--- src/design/ssm_consts.svh ---
// register offsets, field positions, reset values and character sizes of the serial block
`ifndef SSM_CONSTS_SVH
`define SSM_CONSTS_SVH

`define SSM_ADDR_W      3
`define SSM_OFF_TXSC    3'h0
`define SSM_OFF_RXSC    3'h1
`define SSM_OFF_BAUD    3'h2
`define SSM_OFF_DIVL    3'h3
`define SSM_OFF_DIVH    3'h4
`define SSM_OFF_DATA    3'h5
`define SSM_OFF_FLAG    3'h6

`define SSM_TX_MASTER   7
`define SSM_TX_NINE     6
`define SSM_TX_EN       5
`define SSM_TX_SYNC     4
`define SSM_TX_BRK      3
`define SSM_TX_HSPD     2
`define SSM_TX_IDLE     1
`define SSM_TX_D9       0

`define SSM_RX_PEN      7
`define SSM_RX_NINE     6
`define SSM_RX_SGL      5
`define SSM_RX_CONT     4
`define SSM_RX_ADDR     3
`define SSM_RX_OVR      1
`define SSM_RX_D9       0

`define SSM_BD_RXIDLE   6
`define SSM_BD_POL      4
`define SSM_BD_WIDE     3

`define SSM_FL_TXE      0
`define SSM_FL_RXF      1

`define SSM_RST_BYTE    8'h00
`define SSM_CHAR8       4'h8
`define SSM_CHAR9       4'h9

`endif

--- src/design/ssm_pkg.sv ---
// types shared by the serial block modules
package ssm_pkg;
	typedef enum logic [1:0] {SSM_IDLE, SSM_TX, SSM_RX} ssm_state_t;
	typedef logic [8:0] ssm_char_t;
endpackage

--- src/design/ssm_rxq_if.sv ---
// receive queue signals between the engine and the character fifo
`timescale 1ns/1ps
`default_nettype none
interface ssm_rxq_if #(parameter int WIDTH = 9);
	logic             push;
	logic [WIDTH-1:0] wdata;
	logic             pop;
	logic             flush;
	logic [WIDTH-1:0] head;
	logic             full;
	logic             empty;
	modport src  (output push, wdata, pop, flush, input head, full, empty);
	modport sink (input push, wdata, pop, flush, output head, full, empty);
endinterface
`default_nettype wire

--- src/design/ssm_sync.sv ---
// two flip-flop synchroniser for pin levels
`timescale 1ns/1ps
`default_nettype none
module ssm_sync #(
	parameter int WIDTH = 1
) (
	input  wire logic             clk,
	input  wire logic             sys_rst,
	input  wire logic [WIDTH-1:0] d,
	output logic      [WIDTH-1:0] q
);
	logic [WIDTH-1:0] meta_r;

	// first stage feeds only the second
	always_ff @(posedge clk) begin
		if (sys_rst) begin
			meta_r <= '0;
			q      <= '0;
		end else begin
			meta_r <= d;
			q      <= meta_r;
		end
	end
endmodule
`default_nettype wire

--- src/design/ssm_rx_fifo.sv ---
// small receive character fifo, oldest entry shown at the head
`timescale 1ns/1ps
`default_nettype none
module ssm_rx_fifo #(
	parameter int WIDTH = 9,
	parameter int DEPTH = 2
) (
	input  wire logic clk,
	input  wire logic sys_rst,
	ssm_rxq_if.sink   q
);
	localparam int PW = (DEPTH > 1) ? $clog2(DEPTH) : 1;

	initial begin
		if (DEPTH < 2 || (DEPTH & (DEPTH - 1)) != 0) $error("fifo depth must be a power of two");
	end

	logic [WIDTH-1:0] mem_r [DEPTH];
	logic [PW-1:0]    wr_ptr_r;
	logic [PW-1:0]    rd_ptr_r;
	logic [PW:0]      count_r;
	logic             do_push;
	logic             do_pop;

	assign q.full  = (count_r == (PW+1)'(DEPTH));
	assign q.empty = (count_r == '0);
	assign q.head  = mem_r[rd_ptr_r];
	assign do_push = q.push && !q.full;
	assign do_pop  = q.pop && !q.empty;

	// storage, written only when there is room
	always_ff @(posedge clk) begin
		if (do_push) begin
			mem_r[wr_ptr_r] <= q.wdata;
		end
	end

	// pointers and fill level
	always_ff @(posedge clk) begin
		if (sys_rst || q.flush) begin
			wr_ptr_r <= '0;
			rd_ptr_r <= '0;
			count_r  <= '0;
		end else begin
			if (do_push) wr_ptr_r <= wr_ptr_r + 1'b1;
			if (do_pop) rd_ptr_r <= rd_ptr_r + 1'b1;
			count_r <= count_r + (PW+1)'(do_push) - (PW+1)'(do_pop);
		end
	end
endmodule
`default_nettype wire

--- src/design/ssm_core.sv ---
// synchronous half-duplex serial engine with register port, master or slave clocking
//
// Summary of operation
// - sync bit selects mode, master bit drives clock, enable bit activates
// - both receive enables clear means transmit, either set means receive
// - characters carry data bits only, no start or stop bits
// - master drives and enables the clock pin in transmit and receive
// - master emits one clock per data bit and no extra clocks
// - transmit data changes on leading edge, valid at trailing edge
// - polarity set idles clock high; clear idles clock low
// - master transmit enables both data and clock pin drivers
// - data write loads holding register, moves to shifter when shifter free
// - master receive turns data pin driver off
// - single receive clocks one character then clears its enable
// - continuous receive runs until cleared; clearing aborts the partial character
// - both enables set: single clears after first character, continuous continues
// - receive samples data pin on each trailing clock edge
// - complete characters enter two-entry fifo; receive flag while unread
// - slave takes clock from pin, clock driver off, one bit per clock
// - third character with fifo full sets overrun, keeps entries, blocks receive
// - overrun cleared by data read in single mode, else by enable clears
// - nine-bit transmit sends the ninth bit loaded beforehand
// - nine-bit receive shifts nine bits; ninth bit readable in status
// - transmit empty flag shows holding register can accept data
//
// The address map and the plain strobed port are this design's own decisions.
`include "ssm_consts.svh"
`timescale 1ns/1ps
`default_nettype none
module ssm_core
	import ssm_pkg::*;
#(
	parameter int FIFO_DEPTH = 2
) (
	input  wire logic                   clk,
	input  wire logic                   sys_rst,
	input  wire logic [`SSM_ADDR_W-1:0] reg_addr,
	input  wire logic [7:0]             reg_wdata,
	input  wire logic                   reg_wr,
	input  wire logic                   reg_rd,
	output logic      [7:0]             reg_rdata,
	input  wire logic                   clock_pin_i,
	output logic                        clock_pin_o,
	output logic                        clock_pin_oe,
	input  wire logic                   data_pin_i,
	output logic                        data_pin_o,
	output logic                        data_pin_oe
);
	initial begin
		if (FIFO_DEPTH != 2) $error("receive fifo depth must be two");
	end

	// software controls
	logic        clock_master_select_r;
	logic        nine_bit_transmit_r;
	logic        transmit_enable_r;
	logic        sync_select_r;
	logic        break_select_r;
	logic        high_speed_select_r;
	logic        transmit_ninth_bit_r;
	logic        port_enable_r;
	logic        nine_bit_receive_r;
	logic        single_receive_enable_r;
	logic        continuous_receive_enable_r;
	logic        address_detect_r;
	logic        clock_polarity_r;
	logic        wide_divisor_select_r;
	logic [7:0]  divisor_low_byte_r;
	logic [7:0]  divisor_high_byte_r;
	// transmit path
	ssm_char_t   transmit_holding_register_r;
	logic        holding_full_r;
	// engine
	ssm_state_t  state_r;
	ssm_char_t   shifter_r;
	logic [3:0]  bits_left_r;
	logic [15:0] baud_cnt_r;
	logic        ck_act_r;
	logic        ck_prev_r;
	logic        data_out_r;
	logic        overrun_flag_r;
	logic        overrun_cont_r;
	logic        wr_tx_data;
	logic        rd_rx_data;
	logic        unit_on;
	logic        rx_mode;
	logic        half_tick;
	logic        lead_edge;
	logic        trail_edge;
	logic        rx_done;
	logic        tx_start;
	logic        ck_s;
	logic        dt_s;
	logic [15:0] divisor;
	ssm_char_t   rx_word;

	ssm_rxq_if #(.WIDTH(9)) rxq ();

	ssm_rx_fifo #(.WIDTH(9), .DEPTH(FIFO_DEPTH)) u_fifo (
		.clk     (clk),
		.sys_rst (sys_rst),
		.q       (rxq.sink)
	);

	ssm_sync #(.WIDTH(2)) u_sync (
		.clk     (clk),
		.sys_rst (sys_rst),
		.d       ({clock_pin_i, data_pin_i}),
		.q       ({ck_s, dt_s})
	);

	// register strobes with side effects
	assign wr_tx_data = reg_wr && (reg_addr == `SSM_OFF_DATA);
	assign rd_rx_data = reg_rd && (reg_addr == `SSM_OFF_DATA) && !rxq.empty;
	assign unit_on    = port_enable_r && sync_select_r;
	assign rx_mode    = single_receive_enable_r || continuous_receive_enable_r;
	assign divisor    = wide_divisor_select_r ? {divisor_high_byte_r, divisor_low_byte_r}
	                                          : {8'h00, divisor_low_byte_r};

	// master half-bit tick, counted only while a character is moving
	always_ff @(posedge clk) begin
		if (sys_rst || state_r == SSM_IDLE || half_tick) begin
			baud_cnt_r <= 16'h0000;
		end else begin
			baud_cnt_r <= baud_cnt_r + 16'h0001;
		end
	end
	assign half_tick = (state_r != SSM_IDLE) && (baud_cnt_r == divisor);

	// slave clock edge history
	always_ff @(posedge clk) begin
		if (sys_rst) begin
			ck_prev_r <= 1'b0;
		end else begin
			ck_prev_r <= ck_s;
		end
	end

	// slave edges come from the pin, master edges from the tick
	always_comb begin
		if (clock_master_select_r) begin
			lead_edge  = half_tick && !ck_act_r;
			trail_edge = half_tick && ck_act_r;
		end else begin
			lead_edge  = (state_r != SSM_IDLE) && (ck_prev_r == clock_polarity_r)
			             && (ck_s != clock_polarity_r);
			trail_edge = (state_r != SSM_IDLE) && (ck_prev_r != clock_polarity_r)
			             && (ck_s == clock_polarity_r);
		end
	end

	// assemble the finished character, lsb first
	assign rx_word  = nine_bit_receive_r ? {dt_s, shifter_r[8:1]}
	                                     : {1'b0, dt_s, shifter_r[8:2]};
	assign rx_done  = (state_r == SSM_RX) && trail_edge && (bits_left_r == 4'h1);
	// shifter free and holding register loaded
	assign tx_start = (state_r == SSM_IDLE) && unit_on && !rx_mode && transmit_enable_r
	                  && holding_full_r;

	// completed characters go to the fifo
	assign rxq.push  = rx_done && !rxq.full && !overrun_flag_r;
	assign rxq.wdata = rx_word;
	assign rxq.pop   = rd_rx_data;
	assign rxq.flush = !port_enable_r;

	// character engine
	always_ff @(posedge clk) begin
		if (sys_rst || !unit_on) begin
			state_r     <= SSM_IDLE;
			shifter_r   <= 9'h000;
			bits_left_r <= 4'h0;
			ck_act_r    <= 1'b0;
			data_out_r  <= 1'b0;
		end else begin
			case (state_r)
				SSM_IDLE: begin
					ck_act_r <= 1'b0;
					if (tx_start) begin
						// nine or eight bits per character
						shifter_r   <= transmit_holding_register_r;
						bits_left_r <= nine_bit_transmit_r ? `SSM_CHAR9 : `SSM_CHAR8;
						state_r     <= SSM_TX;
					end else if (rx_mode && !overrun_flag_r) begin
						bits_left_r <= nine_bit_receive_r ? `SSM_CHAR9 : `SSM_CHAR8;
						state_r     <= SSM_RX;
					end
				end
				SSM_TX: begin
					if (rx_mode || !transmit_enable_r) begin
						state_r <= SSM_IDLE;
					end else if (lead_edge) begin
						// new bit on the leading edge, held to the next
						data_out_r <= shifter_r[0];
						shifter_r  <= {1'b0, shifter_r[8:1]};
						ck_act_r   <= 1'b1;
					end else if (trail_edge) begin
						// last data bit ends the character, no extra clock
						ck_act_r    <= 1'b0;
						bits_left_r <= bits_left_r - 4'h1;
						if (bits_left_r == 4'h1) state_r <= SSM_IDLE;
					end
				end
				SSM_RX: begin
					if (!rx_mode) begin
						state_r  <= SSM_IDLE;
						ck_act_r <= 1'b0;
					end else if (lead_edge) begin
						ck_act_r <= 1'b1;
					end else if (trail_edge) begin
						shifter_r   <= {dt_s, shifter_r[8:1]};
						ck_act_r    <= 1'b0;
						bits_left_r <= bits_left_r - 4'h1;
						if (bits_left_r == 4'h1) state_r <= SSM_IDLE;
					end
				end
				default: state_r <= SSM_IDLE;
			endcase
		end
	end

	// holding register, loaded on every data write even when full, emptied at transmit start
	always_ff @(posedge clk) begin
		if (sys_rst) begin
			transmit_holding_register_r <= 9'h000;
			holding_full_r              <= 1'b0;
		end else if (wr_tx_data) begin
			transmit_holding_register_r <= {transmit_ninth_bit_r, reg_wdata};
			holding_full_r              <= 1'b1;
		end else if (tx_start) begin
			holding_full_r <= 1'b0;
		end
	end

	// overrun, set wins over every clear
	always_ff @(posedge clk) begin
		if (sys_rst) begin
			overrun_flag_r <= 1'b0;
			overrun_cont_r <= 1'b0;
		end else if (rx_done && rxq.full && !overrun_flag_r) begin
			overrun_flag_r <= 1'b1;
			overrun_cont_r <= continuous_receive_enable_r;
		end else if (!port_enable_r || !continuous_receive_enable_r && overrun_cont_r) begin
			// enable clears end a continuous overrun
			overrun_flag_r <= 1'b0;
		end else if (rd_rx_data && !overrun_cont_r) begin
			// data read ends a single-receive overrun
			overrun_flag_r <= 1'b0;
		end
	end

	// control registers, written by software
	always_ff @(posedge clk) begin
		if (sys_rst) begin
			{clock_master_select_r, nine_bit_transmit_r, transmit_enable_r, sync_select_r,
			 break_select_r, high_speed_select_r, transmit_ninth_bit_r} <= 7'h00;
			{port_enable_r, nine_bit_receive_r, single_receive_enable_r,
			 continuous_receive_enable_r, address_detect_r} <= 5'h00;
			clock_polarity_r      <= 1'b0;
			wide_divisor_select_r <= 1'b0;
			divisor_low_byte_r    <= `SSM_RST_BYTE;
			divisor_high_byte_r   <= `SSM_RST_BYTE;
		end else begin
			// single receive clears itself after one character
			if (rx_done && single_receive_enable_r) single_receive_enable_r <= 1'b0;
			if (reg_wr) begin
				case (reg_addr)
					`SSM_OFF_TXSC: begin
						clock_master_select_r <= reg_wdata[`SSM_TX_MASTER];
						nine_bit_transmit_r   <= reg_wdata[`SSM_TX_NINE];
						transmit_enable_r     <= reg_wdata[`SSM_TX_EN];
						sync_select_r         <= reg_wdata[`SSM_TX_SYNC];
						break_select_r        <= reg_wdata[`SSM_TX_BRK];
						high_speed_select_r   <= reg_wdata[`SSM_TX_HSPD];
						transmit_ninth_bit_r  <= reg_wdata[`SSM_TX_D9];
					end
					`SSM_OFF_RXSC: begin
						port_enable_r               <= reg_wdata[`SSM_RX_PEN];
						nine_bit_receive_r          <= reg_wdata[`SSM_RX_NINE];
						single_receive_enable_r     <= reg_wdata[`SSM_RX_SGL];
						continuous_receive_enable_r <= reg_wdata[`SSM_RX_CONT];
						address_detect_r            <= reg_wdata[`SSM_RX_ADDR];
					end
					`SSM_OFF_BAUD: begin
						clock_polarity_r      <= reg_wdata[`SSM_BD_POL];
						wide_divisor_select_r <= reg_wdata[`SSM_BD_WIDE];
					end
					`SSM_OFF_DIVL: divisor_low_byte_r <= reg_wdata;
					`SSM_OFF_DIVH: divisor_high_byte_r <= reg_wdata;
					default: ;
				endcase
			end
		end
	end

	// read data, one cycle after the strobe, zero otherwise
	always_ff @(posedge clk) begin
		if (sys_rst || !reg_rd) begin
			reg_rdata <= 8'h00;
		end else begin
			case (reg_addr)
				`SSM_OFF_TXSC: reg_rdata <= {clock_master_select_r, nine_bit_transmit_r,
				                             transmit_enable_r, sync_select_r, break_select_r,
				                             high_speed_select_r, state_r != SSM_TX,
				                             transmit_ninth_bit_r};
				// ninth bit of the oldest entry
				`SSM_OFF_RXSC: reg_rdata <= {port_enable_r, nine_bit_receive_r,
				                             single_receive_enable_r,
				                             continuous_receive_enable_r, address_detect_r,
				                             1'b0, overrun_flag_r, rxq.head[8]};
				`SSM_OFF_BAUD: reg_rdata <= {1'b0, state_r != SSM_RX, 1'b0, clock_polarity_r,
				                             wide_divisor_select_r, 3'h0};
				`SSM_OFF_DIVL: reg_rdata <= divisor_low_byte_r;
				`SSM_OFF_DIVH: reg_rdata <= divisor_high_byte_r;
				// low byte of the oldest entry
				`SSM_OFF_DATA: reg_rdata <= rxq.head[7:0];
				`SSM_OFF_FLAG: reg_rdata <= {6'h00, !rxq.empty, !holding_full_r};
				default:       reg_rdata <= 8'h00;
			endcase
		end
	end

	// clock idles at the polarity level, driven only as master
	assign clock_pin_o  = ck_act_r ^ clock_polarity_r;
	assign clock_pin_oe = unit_on && clock_master_select_r;
	assign data_pin_o   = data_out_r;
	assign data_pin_oe  = unit_on && !rx_mode && transmit_enable_r;

	logic [3:0] lead_cnt_r;
	always_ff @(posedge clk) begin
		if (sys_rst || state_r == SSM_IDLE) begin
			lead_cnt_r <= 4'h0;
		end else if (lead_edge) begin
			lead_cnt_r <= lead_cnt_r + 4'h1;
		end
	end
endmodule
`default_nettype wire

--- config.mk ---
export PLATFORM = sky130hd
export DESIGN_NAME = ssm_core
export DESIGN_NICKNAME = d
export VERILOG_FILES = /design/src/design/ssm_pkg.sv /design/src/design/ssm_rxq_if.sv /design/src/design/ssm_sync.sv /design/src/design/ssm_rx_fifo.sv /design/src/design/ssm_core.sv
export VERILOG_INCLUDE_DIRS = /design/src /design/src/design
export SDC_FILE = /design/constraint.sdc
export NUM_CORES = 1
export LEC_CHECK = 0
export BUFFER_PORTS_ARGS = -buffer_cell sky130_fd_sc_hd__buf_4
export CORE_ASPECT_RATIO = 0.6
export CORE_MARGIN = 5
export CORE_UTILIZATION = 30
export DETAILED_ROUTE_END_ITERATION = 7
export PLACE_DENSITY_LB_ADDON = 0.12
export SETUP_SLACK_MARGIN = 0.05
export SLEW_MARGIN = 10
export SYNTH_ARGS = -nofsm -noshare
export SYNTH_HDL_FRONTEND = slang
export SYNTH_HIERARCHICAL = 1
export SYNTH_SLANG_ARGS = --single-unit
--- constraint.sdc ---
create_clock -name clk -period 2.8 [get_ports clk]
set_clock_uncertainty 0.1 [all_clocks]
set_input_delay 0.56 -clock clk [delete_from_list [all_inputs] [get_ports clk]]
set_output_delay 0.56 -clock clk [all_outputs]
set_load 0.02 [all_outputs]
==> qor.yml, run 1 <==
outcome:
  outcome: "finished with violations"
  violations: "negative setup slack"
logic_synthesis:
  synth.distinct_cells: 63
  synth.largest_area_cell: "dfxtp_1"
  yosysTopAreaCellShare_pct: 34.6
  yosys.cell_count.top_type: "nand2_1"
  ys.flop_type: "dfxtp_1"
  synthCells: 607
  synth-seq-cells: 111
  synth_commonest_cells: "nand2_1, dfxtp_1, nor2_1, a21oi_1"
  synth_edf_count: 18
  netlist_top_cells_area: "dfxtp_1, edfxtp_1, nand2_1"
  synth_area_mm2: 0.00538
  synth_seq_area_share_pct: 44.7
  synth_area_per_cell_um2: 8.86
  synth_nets: 633
  synth_warnings: 6
  synthArstFlopShare_pct: 0
final_layout:
  area_growth_syn_to_layout_pct: 25.0
  drive_gt1_share_pct: 24.7
  design_area_mm2: 0.00672
  fin_nets: 713
  n_antenna_cell: 0
power_and_ir_drop:
  p_leak_nw: 2.60
  p_int_mw: 2.34
  power.share.switching_pct: 25.2
  switchingPower_mw: 0.788
  vdd_drop_max_mv: 0.273
  p_per_area_mw_per_mm2: 465
  pwr-share-clk_pct: 41.6
  share_comb_of_total_power_pct: 5.8
  seqPwrFrac_pct: 52.5
clock_tree:
  cts.sinks: 111
  htree_levels: 3
  tritoncts: "done"
  clk_latency_ps: 360
  root_buffer: "clkbuf_16"
  cts_hold_buf: 0
  clk_pin_slew_ps: 80
  cts_buffers: 9
  cts_buffer_depth: 2
global_route:
  grt_pass1_vias: 4276
  antenna_found_initial: 0
  grt_overflow: 0
  grt_pass1_wl_um: 25700
  grt_max_degree: 31
  track_usage_pct: 16.1
critical_path:
  cp_max_fo: 3
  startpoint_type: "flop"
  required_ps: 2990
  critPathArrivalTime_ps: 3460
  critical_path_class: "flop to flop"
  crit_path_end_kind: "flop"
sta:
  worst_pin_slew_ps: 726
  rsz0062_at_grt: "true"
  fmax_mhz: 306
  finalSetupTns_ps: -7160
  slew_headroom_pct: 51.5
  final-max-slew-violation-count: 0
  fin_ws_ps: -467
  period_share_pct: 117
  setup_viol: 21
  hold_viol_final: 0
  min_period_ps: 3270
placement:
  io_buffer_count: 28
  dp_hpwl_um: 12800
  dpl_cell_area_mm2: 0.00628
  place_congestion: 0.851
floorplanning:
  fp.coreArea_mm2: 0.0174
  dieArea_mm2: 0.0208
  die_h_um: 114
  die_w_um: 183
  ios: 29
  rows: 37
  initial_core_util_pct: 31.0
route:
  drtIter0Drc: 359
  dr.pass1.iters: 4
  wl_um: 16600
  remaining_drc_errors: 0
  wl_per_cell_um: 18.0
  via_count: 4576
  viasPerCell: 4.94
  ant_nets: 0
hold_path:
  hold_path.class: "input port to flop"
flow_run:
  max_cap_viol_count: 0
[power by group through the flow]
stage / clock (mW) / sequential (mW) / combinational [mW]
floorplan: 0 / 1.68 / 0.0857
global placement: 0 / 1.68 / 0.172
detailed placement: 0 / 1.68 / 0.173
CTS: 1.34 / 1.64 / 0.176
global route: 1.41 / 1.65 / 0.197
finish: 1.30 / 1.64 / 0.183
[cell type report]
class	instances	area [um2]
Clock buffer	9	225
Clock inverter	7	80.1
Fill cell	1791	10600
Inverter	30	120
Multi-Input combinational cell	437	2860
Sequential cell	111	2410
Tap cell	234	293
Timing Repair Buffer	97	732
Timing Repair inverter	1	6.26
[metrics by stage]
stage,total power [mW],cells,setup WS [ps],hold WS [ps],utilization (%)
floorplan,1.76,607,-197,314,-
global placement,1.85,904,-339,323,36.2
detailed placement,1.85,904,-444,327,36.2
CTS,3.16,923,-393,303,38.3
global route,3.25,926,-572,326,38.7
finish,3.13,926,-467,309,38.7
[registers in the layout, summed over array words and instances (netlist names), 2 cells and up, named ones only]
register and count:
baud_cnt_r 16, state_r 2, u_sync/meta_r 2, bits_left_r 4
reg_rdata 8, u_sync/q 2, u_fifo/count_r 2, shifter_r 9
divisor_low_byte_r 8, transmit_holding_register_r 9, u_fifo/mem_r 18, divisor_high_byte_r 8
[path summary, 6_finish.rpt]
kind                     from           endpoint  slack (ps)  depth (start not counted)
max             baud_cnt_r[9]  u_fifo/count_r[1]        -470                         15
min               clock_pin_i   u_sync/meta_r[1]         310                          2
max reg2reg     baud_cnt_r[9]  u_fifo/count_r[1]        -470                         15
min reg2reg  u_sync/meta_r[0]        u_sync/q[0]         340                          1
[layout by cell type, fill, tap and decap left out, drive strengths merged, types with 3 or more instances in the layout]
| master | netlist | final |
|---|---|---|
| a22oi | 3 | 3 |
| nor2b | 12 | 12 |
| and3 | 10 | 10 |
| nand2b | 7 | 7 |
| nor2 | 61 | 61 |
| a21o | 3 | 3 |
| clkinv | 0 | 4 |
| o21ai | 19 | 19 |
| nand3b | 3 | 3 |
| mux2i | 29 | 29 |
| a31oi | 7 | 7 |
| inv | 30 | 33 |
| a221oi | 3 | 3 |
| xor2 | 17 | 17 |
| dfxtp | 93 | 93 |
| xnor2 | 9 | 9 |
| a211oi | 3 | 3 |
| mux4 | 5 | 5 |
| buf | 7 | 97 |
| mux2 | 18 | 18 |
| and2 | 3 | 3 |
| nand3 | 19 | 19 |
| nand2 | 99 | 99 |
| or3 | 3 | 3 |
| nand4 | 11 | 11 |
| nor3 | 9 | 9 |
| nor3b | 6 | 6 |
| a21oi | 43 | 43 |
| ha | 9 | 9 |
| edfxtp | 18 | 18 |
| clkbuf | 22 | 9 |
[cell families after synthesis]
family / Yosys count / synth area share (%)
AOI/OAI and AO/OA: 96 / 10.9
DFF: 111 / 44.7
adders and majority gates: 9 / 2.09
buffers and inverters: 59 / 4.30
muxes: 52 / 11.3
and+or+nand+nor: 254 / 22.6
xor gates and xnor gates: 26 / 4.23
[critical path, stage by stage, from the launching register on]
cell	delay, ps
dfxtp_4	350
or4_4	520
nor2_4	120
o2111ai_4	140
or3_4	460
nand2_8	80
and4_1	200
nor3b_2	160
buf_4	170
nand2_4	60
ha_4	260
inv_2	30
ha_4	150
xor2_2	140
and2_1	160
nor3_2	90
[routing by layer]
layer / vias to the layer above / part of all wire, % / track usage, %
met4: 0 / 0.67 / 2.53
met2: 104 / 37 / 20.4
met1: 2207 / 56 / 26.8
met3: 11 / 6.1 / 3.89
li1: 2254 / - / -
met5: - / 0 / 0
[repair_timing]
action                     4_1_cts  5_1_grt
resized for setup                8        9
setup buffers                    3        3
setup endpoints to repair       21       30
pin swaps                        1        7
gates cloned                     0        1
(Power assumes the default switching activity.)
==> run 2: changes to the inputs <==
--- a/config.mk
+++ b/config.mk
@@ -6,9 +6,10 @@
 export SDC_FILE = /design/constraint.sdc
 export NUM_CORES = 1
 export LEC_CHECK = 0
+export ABC_AREA = 1
 export BUFFER_PORTS_ARGS = -buffer_cell sky130_fd_sc_hd__buf_4
+export CAP_MARGIN = 10
 export CORE_ASPECT_RATIO = 0.6
-export CORE_MARGIN = 5
 export CORE_UTILIZATION = 30
 export DETAILED_ROUTE_END_ITERATION = 7
 export PLACE_DENSITY_LB_ADDON = 0.12
==> run 2 against run 1 <==
The run now ends clean. Sequential power is essentially flat. Combinational power rose by 4%. Synthesized cell count grew 18%. Routed wire length shrank 3.2%. Global-route usage increased by 2.0 points. Count of clock-buffer cells in the layout unchanged. Clock power about the same. First-iteration DRC count shrank 12%. Die area fell by 10%. Critical path depth rose by 5. Non-clock buffer count decreased by 20. Core utilization is 0.91 points lower. Critical path type unchanged. Largest cell class unchanged.
==> qor.yml, run 2 <==
critical_path:
  max_stage_delay_ps: 460  # -60 ps
  critical_path.cell_chain: "nand2_1, nand2_1, nand2_1, nor2_1, nand2_1, nor2_2, nand3_2, nand2_2, nand2_4, inv_4, nand2_4, nor3_4, nand2_1, ha_1, inv_1, ha_2, inv_1, nand2_1, a21oi_1, nor2_1"
  reg2reg_slack_ps: 170  # +640 ps
  critical_path_class: "flop to flop"
  reg2reg_depth: 20  # +5
  cp-endpoint: "u_fifo/count_r[1]"
  critPathArrivalTime_ps: 2780  # -680 ps
  cp_max_fo: 3  # unchanged
  critPathBufInv: 3  # +1
  crit_path_end_kind: "flop"
  cp.depth: 20  # +5
  startpoint_type: "flop"
  required_ps: 2950  # -40 ps
  timing.rr.end: "u_fifo/count_r[1]"
  cp-startpoint: "divisor_high_byte_r[2]"
  critical_path.top_delay_family: "simple AND/OR/NAND/NOR gates"
  critPathMostFrequentCell: "nand2_1"
  cp_slowest_cell: "dfxtp_1"
  rr_startpoint: "divisor_high_byte_r[2]"
power_and_ir_drop:
  p_leak_nw: 2.47  # -5.2%
  vdd_drop_max_mv: 0.272  # -0.42%
  p_per_area_mw_per_mm2: 477  # +2.7%
clock_tree:
  htree_levels: 3  # unchanged
  cts_hold_buf: 0  # unchanged
  clk_pin_slew_ps: 80  # about the same
  cts_buffer_depth: 2  # unchanged
  clk_latency_ps: 350  # about the same
  cts.sinks: 111  # unchanged
  tritoncts: "done"
  root_buffer: "clkbuf_16"
  cts_buffers: 9  # unchanged
logic_synthesis:
  ys.flop_type: "dfxtp_1"
  synth_commonest_cells: "nand2_1, inv_1, dfxtp_1, nor2_1, a21oi_1"
  synth.largest_area_cell: "dfxtp_1"
  synth_edf_count: 18  # unchanged
  synth_area_mm2: 0.00542  # +0.81%
  yosys.cell_count.top_type: "nand2_1"
  synthCells: 715  # +18%
  synth_nets: 741  # +17%
  synth_warnings: 6  # unchanged
  yosysTopAreaCellShare_pct: 34.3  # -0.28 points
  synth_seq_area_share_pct: 44.3  # -0.36 points
  netlist_top_cells_area: "dfxtp_1, edfxtp_1, nand2_1"
  synth.distinct_cells: 44  # -30%
  synthArstFlopShare_pct: 0  # unchanged
  synth_area_per_cell_um2: 7.59  # -14%
  synth-seq-cells: 111  # unchanged
floorplanning:
  initial_core_util_pct: 31.2  # +0.17 points
  die_w_um: 176  # -4.0%
  dieArea_mm2: 0.0186  # -10%
  rows: 37  # unchanged
  fp.coreArea_mm2: 0.0174  # +0.27%
  die_h_um: 106  # -6.7%
  ios: 29  # unchanged
final_layout:
  reg_top3: "u_fifo/mem_r x18, baud_cnt_r x16"
  largest_reg_flops: 18  # unchanged
  final_cell_mix: "nand2_1, inv_1, dfxtp_1, nor2_1, buf_4"
  fin_nets: 814  # +14%
  design_area_mm2: 0.00658  # -2.1%
  area_growth_syn_to_layout_pct: 21.4
  max_flop_register: "u_fifo/mem_r"
  drive_gt1_share_pct: 19.7  # -5.0 points
  n_antenna_cell: 0  # unchanged
  final_common_cell: "nand2_1"
route:
  viasPerCell: 4.73  # -4.3%
  ant_nets: 0  # unchanged
  remaining_drc_errors: 0  # unchanged
  highest_layer: "met4"
  drtIter0Drc: 317  # -12%
  wl_um: 16100  # -3.2%
  wl_met2_um: 5640  # -8.5%
  wl_per_cell_um: 15.7  # -13%
  met1Wirelength_um: 9160  # -1.8%
  via_count: 4855  # +6.1%
  dr.pass1.iters: 5  # +1
  wl_met3_um: 995  # -2.1%
hold_path:
  hold_start: "u_sync/meta_r[1]"
  hold_path.class: "flop to flop"
placement:
  dp_hpwl_um: 12500  # -2.5%
  io_buffer_count: 28  # unchanged
  dpl_cell_area_mm2: 0.00609  # -3.0%
  place_congestion: 0.917  # +7.8%
sta:
  period_share_pct: 93.8  # -23 points
  fmax_mhz: 381  # +24%
  worst_pin_slew_ps: 864  # +137 ps
  final-max-slew-violation-count: 0  # unchanged
  finalSetupTns_ps: 0  # +7160 ps
  hold_viol_final: 0  # unchanged
  min_period_ps: 2630  # -642 ps
  setup_viol: 0  # -100%
  rsz0062_at_grt: "true"
  slew_headroom_pct: 40.9  # -11 points
global_route:
  grt_pass1_vias: 4584  # +7.2%
  grt_overflow: 0  # unchanged
  antenna_found_initial: 0  # unchanged
  grt_max_degree: 22  # -29%
  grt_pass1_wl_um: 25400  # -1.0%
  track_usage_pct: 18.0  # +2.0 points
flow_run:
  max_cap_viol_count: 0  # unchanged
outcome:
  outcome: "finished clean"
run 2: changes by cell type in the layout (fill, tap and decap cells not counted), moves of 10 or more:
cell     before  now
a21oi_1      43   62
buf_4        96   75
inv_1        24  109
mux2_2       18    0
mux2i_1      29    0
nand2_1      97  118
nor2_1       60   82
nor2_2        0   10
nor2b_1      12    0
o21ai_0      17   56
o22ai_1       1   13
xor2_1       16    5
run 2: worst min-delay path by stage:
stage                     depth (start not counted)  slack, ps          endpoint
final                                             2        310       u_sync/q[1]
after global routing                              3        320  u_sync/meta_r[1]
after CTS                                         3        310  u_sync/meta_r[0]
after detailed placement                          2        300       u_sync/q[1]
after global placement                            2        290       u_sync/q[0]
after floorplan                                   2        290       u_sync/q[0]
run 2: cells by family after synthesis:
group | count (synthesis) | synth area share (%)
compound gates | 145 | 14.5
xor+xnor | 10 | 1.61
fa+ha+maj | 9 | 2.08
buf+inv | 134 | 9.90
flops | 111 | 44.3
mux | 9 | 2.49
simple gates | 297 | 25.1
run 2: layer usage:
metal  vias up  track usage [%]
met4         0             4.66
met5         -                0
li1       2481                -
met3        18             3.58
met2       140             22.7
met1      2216             29.6
run 2: per-stage QoR:
stage | total power, mW | setup slack (ps) | hold WS (ps) | instances | util (%)
after floorplan | 1.79 | 95.7 | 288 | 715 | -
after global placement | 1.88 | 27.5 | 293 | 994 | 35.0
after detailed placement | 1.88 | -59.8 | 297 | 994 | 35.0
after CTS | 3.17 | 62.5 | 306 | 1016 | 37.0
after global routing | 3.27 | 6.07 | 318 | 1027 | 37.8
final | 3.14 | 174 | 306 | 1027 | 37.8
run 2: where the power goes:
group	internal, mW	switching, mW	total [mW]
combinational	0.0682	0.123	0.191
sequential	1.64	0.0215	1.66
clock	0.636	0.656	1.29
total	2.34	0.800	3.14
run 2: cell type report:
type | count | area, um2
fill | 1815 | 10800
multi-input combinational | 472 | 2560
sequential | 111 | 2410
timing repair buffer | 77 | 586
inverter | 117 | 442
tap | 234 | 293
clock buffer | 9 | 225
clock inverter | 7 | 67.6
run 2: timing repair:
action,4_1_cts,5_1_grt
setup buffers,6,9
cloned,0,2
resized for setup,6,21
pin swaps,4,17
endpoints found under the setup margin,2,11
run 2: worst min-delay path: cells and delay by family, from the launching register on:
kind / cells / cell delay [ps]
simple gates: 1 / 30
flops: 1 / 300
buf+inv: 1 / 40
==> run 3: changes to the inputs <==
--- a/config.mk
+++ b/config.mk
@@ -12,9 +12,10 @@
 export CORE_ASPECT_RATIO = 0.6
 export CORE_UTILIZATION = 30
 export DETAILED_ROUTE_END_ITERATION = 7
+export GPL_TIMING_DRIVEN = 0
 export PLACE_DENSITY_LB_ADDON = 0.12
 export SETUP_SLACK_MARGIN = 0.05
-export SLEW_MARGIN = 10
+export SLEW_MARGIN = 20
 export SYNTH_ARGS = -nofsm -noshare
 export SYNTH_HDL_FRONTEND = slang
 export SYNTH_HIERARCHICAL = 1
==> run 3 against run 2 <==
Non-clock buffer count decreased by 6. Final area about the same. Via count grew 0.72%. Core utilization about the same. Combinational power rose by 9%. Global-route usage grew 0.50 points. Critical path depth increased by 1. Cell count is 0.78% lower. Sequential power is essentially flat. Die area unchanged. Critical path type unchanged. Critical endpoint unchanged. Largest power group unchanged. Highest routed layer unchanged.
==> qor.yml, run 3 (synthesis gave the netlist of run 2 again) <==
floorplanning:
  die_h_um: 106  # unchanged
  fp.coreArea_mm2: 0.0174  # unchanged
  dieArea_mm2: 0.0186  # unchanged
  die_w_um: 176  # unchanged
  ios: 29  # unchanged
  rows: 37  # unchanged
  initial_core_util_pct: 31.2  # unchanged
power_and_ir_drop:
  power.share.switching_pct: 24.9  # -0.60 points
  p_leak_nw: 2.39  # -3.1%
  switchingPower_mw: 0.804  # +0.49%
  seqPwrFrac_pct: 51.2  # -1.6 points
  p_per_area_mw_per_mm2: 491  # +2.8%
  share_comb_of_total_power_pct: 6.5  # +0.4 points
  power_mw: 3.23  # +2.9%
  vdd_drop_max_mv: 0.282  # +3.8%
  pwr-share-clk_pct: 42.4  # +1.3 points
  p_int_mw: 2.43  # +3.7%
critical_path:
  critical_path_class: "flop to flop"
  required_ps: 2960  # about the same
  cp_max_fo: 3  # unchanged
  reg2reg_slack_ps: 50  # -120 ps
  crit_path_end_kind: "flop"
  startpoint_type: "flop"
  reg2reg_depth: 21  # +5.0%
  critPathArrivalTime_ps: 2910  # +130 ps
  timing.rr.end: "u_fifo/count_r[1]"
  rr_startpoint: "state_r[1]"
sta:
  min_period_ps: 2750  # +120 ps
  hold_viol_final: 0  # unchanged
  worst_pin_slew_ps: 749  # -115 ps
  finalSetupTns_ps: 0  # unchanged
  final-max-slew-violation-count: 0  # unchanged
  fmax_mhz: 364  # -4.4%
  holdWs_ps: 309  # +2.92 ps
  fin_ws_ps: 54.6  # -120 ps
  rsz0062_at_grt: "true"
  setup_viol: 0  # unchanged
  period_share_pct: 98.1  # +4.3 points
  slew_headroom_pct: 48.8  # +7.9 points
global_route:
  antenna_found_initial: 0  # unchanged
  grt_pass1_vias: 4630  # +1.0%
  grt_pass1_wl_um: 25900  # +1.8%
  grt_max_degree: 20  # -9.1%
  track_usage_pct: 18.5  # +0.50 points
  grt_overflow: 0  # unchanged
final_layout:
  final_common_cell: "nand2_1"
  n_fill_cell: 1864  # +2.7%
  final_cell_mix: "nand2_1, inv_1, dfxtp_1, nor2_1, a21oi_1"
  fin_cells: 1019  # -0.78%
  area_growth_syn_to_layout_pct: 21.4  # about the same
  drive_gt1_share_pct: 18.2  # -1.5 points
  n_antenna_cell: 0  # unchanged
  reg_top3: "u_fifo/mem_r x18, baud_cnt_r x16"
  largest_reg_flops: 18  # unchanged
  max_flop_register: "u_fifo/mem_r"
  fin_nets: 806  # -0.98%
route:
  drtIter0Drc: 509  # +61%
  remaining_drc_errors: 0  # unchanged
  via_count: 4890  # +0.72%
  wl_um: 16700  # +3.6%
  viasPerCell: 4.80  # +1.5%
  ant_nets: 0  # unchanged
  dr.pass1.iters: 6  # +1
  wl_per_cell_um: 16.3  # +4.4%
clock_tree:
  cts.sinks: 111  # unchanged
  cts_buffers: 9  # unchanged
  root_buffer: "clkbuf_16"
  clk_latency_ps: 360  # about the same
  htree_levels: 3  # unchanged
  cts_buffer_depth: 2  # unchanged
  clk_pin_slew_ps: 80  # about the same
  tritoncts: "done"
  cts_hold_buf: 0  # unchanged
outcome:
  outcome: "finished clean"
hold_path:
  holdPathEnd: "u_sync/q[0]"
  hold_start: "u_sync/meta_r[0]"
  hold_depth: 2  # unchanged
  hold_path.class: "flop to flop"
placement:
  io_buffer_count: 28  # unchanged
  place_ws_ps: -695  # -635 ps
  dp_hpwl_um: 12800  # +2.2%
  place_congestion: 0.868  # -5.3%
  dp.cells: 977  # -1.7%
flow_run:
  max_cap_viol_count: 0  # unchanged
## run 3: routing by layer
metal	wire length, um	up-vias	global-route usage [%]	part of all wire [%]
met2	6040	142	23.9	36
met5	0	-	0	0
li1	-	2468	-	-
met1	9120	2267	29.3	55
met3	1340	13	5.15	8.1
met4	155	0	3.98	0.93
## run 3: repair_timing
action / 4_1_cts / 5_1_grt
pin swaps: 15 / 16
gates cloned: 1 / 0
endpoints found under the setup margin: 20 / 29
resized for setup: 22 / 15
endpoints found under the hold margin: 0 / 0
setup buffers: 22 / 4
## run 3: critical path, cell delays in order, from the launching register on
cell	delay, ps
dfxtp_2	350
inv_2	60
ha_4	170
inv_4	80
nand2_2	40
nor2_1	90
nand2_1	90
nor2_4	170
nand3_2	110
nand2_2	110
nand2_4	70
inv_4	90
nand2_4	60
nor3_4	160
nand2_2	110
ha_4	270
inv_2	40
ha_4	150
inv_2	60
nand2_4	60
a21oi_4	140
nor2_2	50
## run 3: layout make-up
type	count	area [um2]	share of cell area (%)
Tap cell	234	293	4.45
Clock buffer	10	229	3.48
Sequential cell	111	2410	36.6
Timing Repair Buffer	55	438	6.65
Clock inverter	6	76.3	1.16
Multi-Input combinational cell	470	2610	39.6
Inverter	117	448	6.80
Buffer	16	86.3	1.31
## run 3: worst max path at each step
stage                                      from                 end  slack (ps)
after floorplan                      state_r[0]   u_fifo/count_r[1]         100
after global placement               state_r[0]  u_fifo/mem_r[0][2]        -630
after detailed placement             state_r[0]  u_fifo/mem_r[0][2]        -690
after CTS                 wide_divisor_select_r   u_fifo/count_r[1]          50
after global routing                 state_r[1]   u_fifo/count_r[1]         -50
final                                state_r[1]   u_fifo/count_r[1]          50
## run 3: through the flow
step,util (%),area (um2)
after detailed placement,34.1,5930
after global placement,34.1,5930
after floorplan,-,5430
final,37.8,6590
after CTS,37.3,6490
after global routing,37.8,6590
## run 3: power by group through the flow
stage	logic, mW	registers [mW]	clock network [mW]
2_1_floorplan	0.0984	1.69	0
3_3_place_gp	0.181	1.69	0
3_5_place_dp	0.181	1.69	0
4_1_cts	0.202	1.66	1.41
5_1_grt	0.229	1.66	1.47
6_report	0.209	1.66	1.37
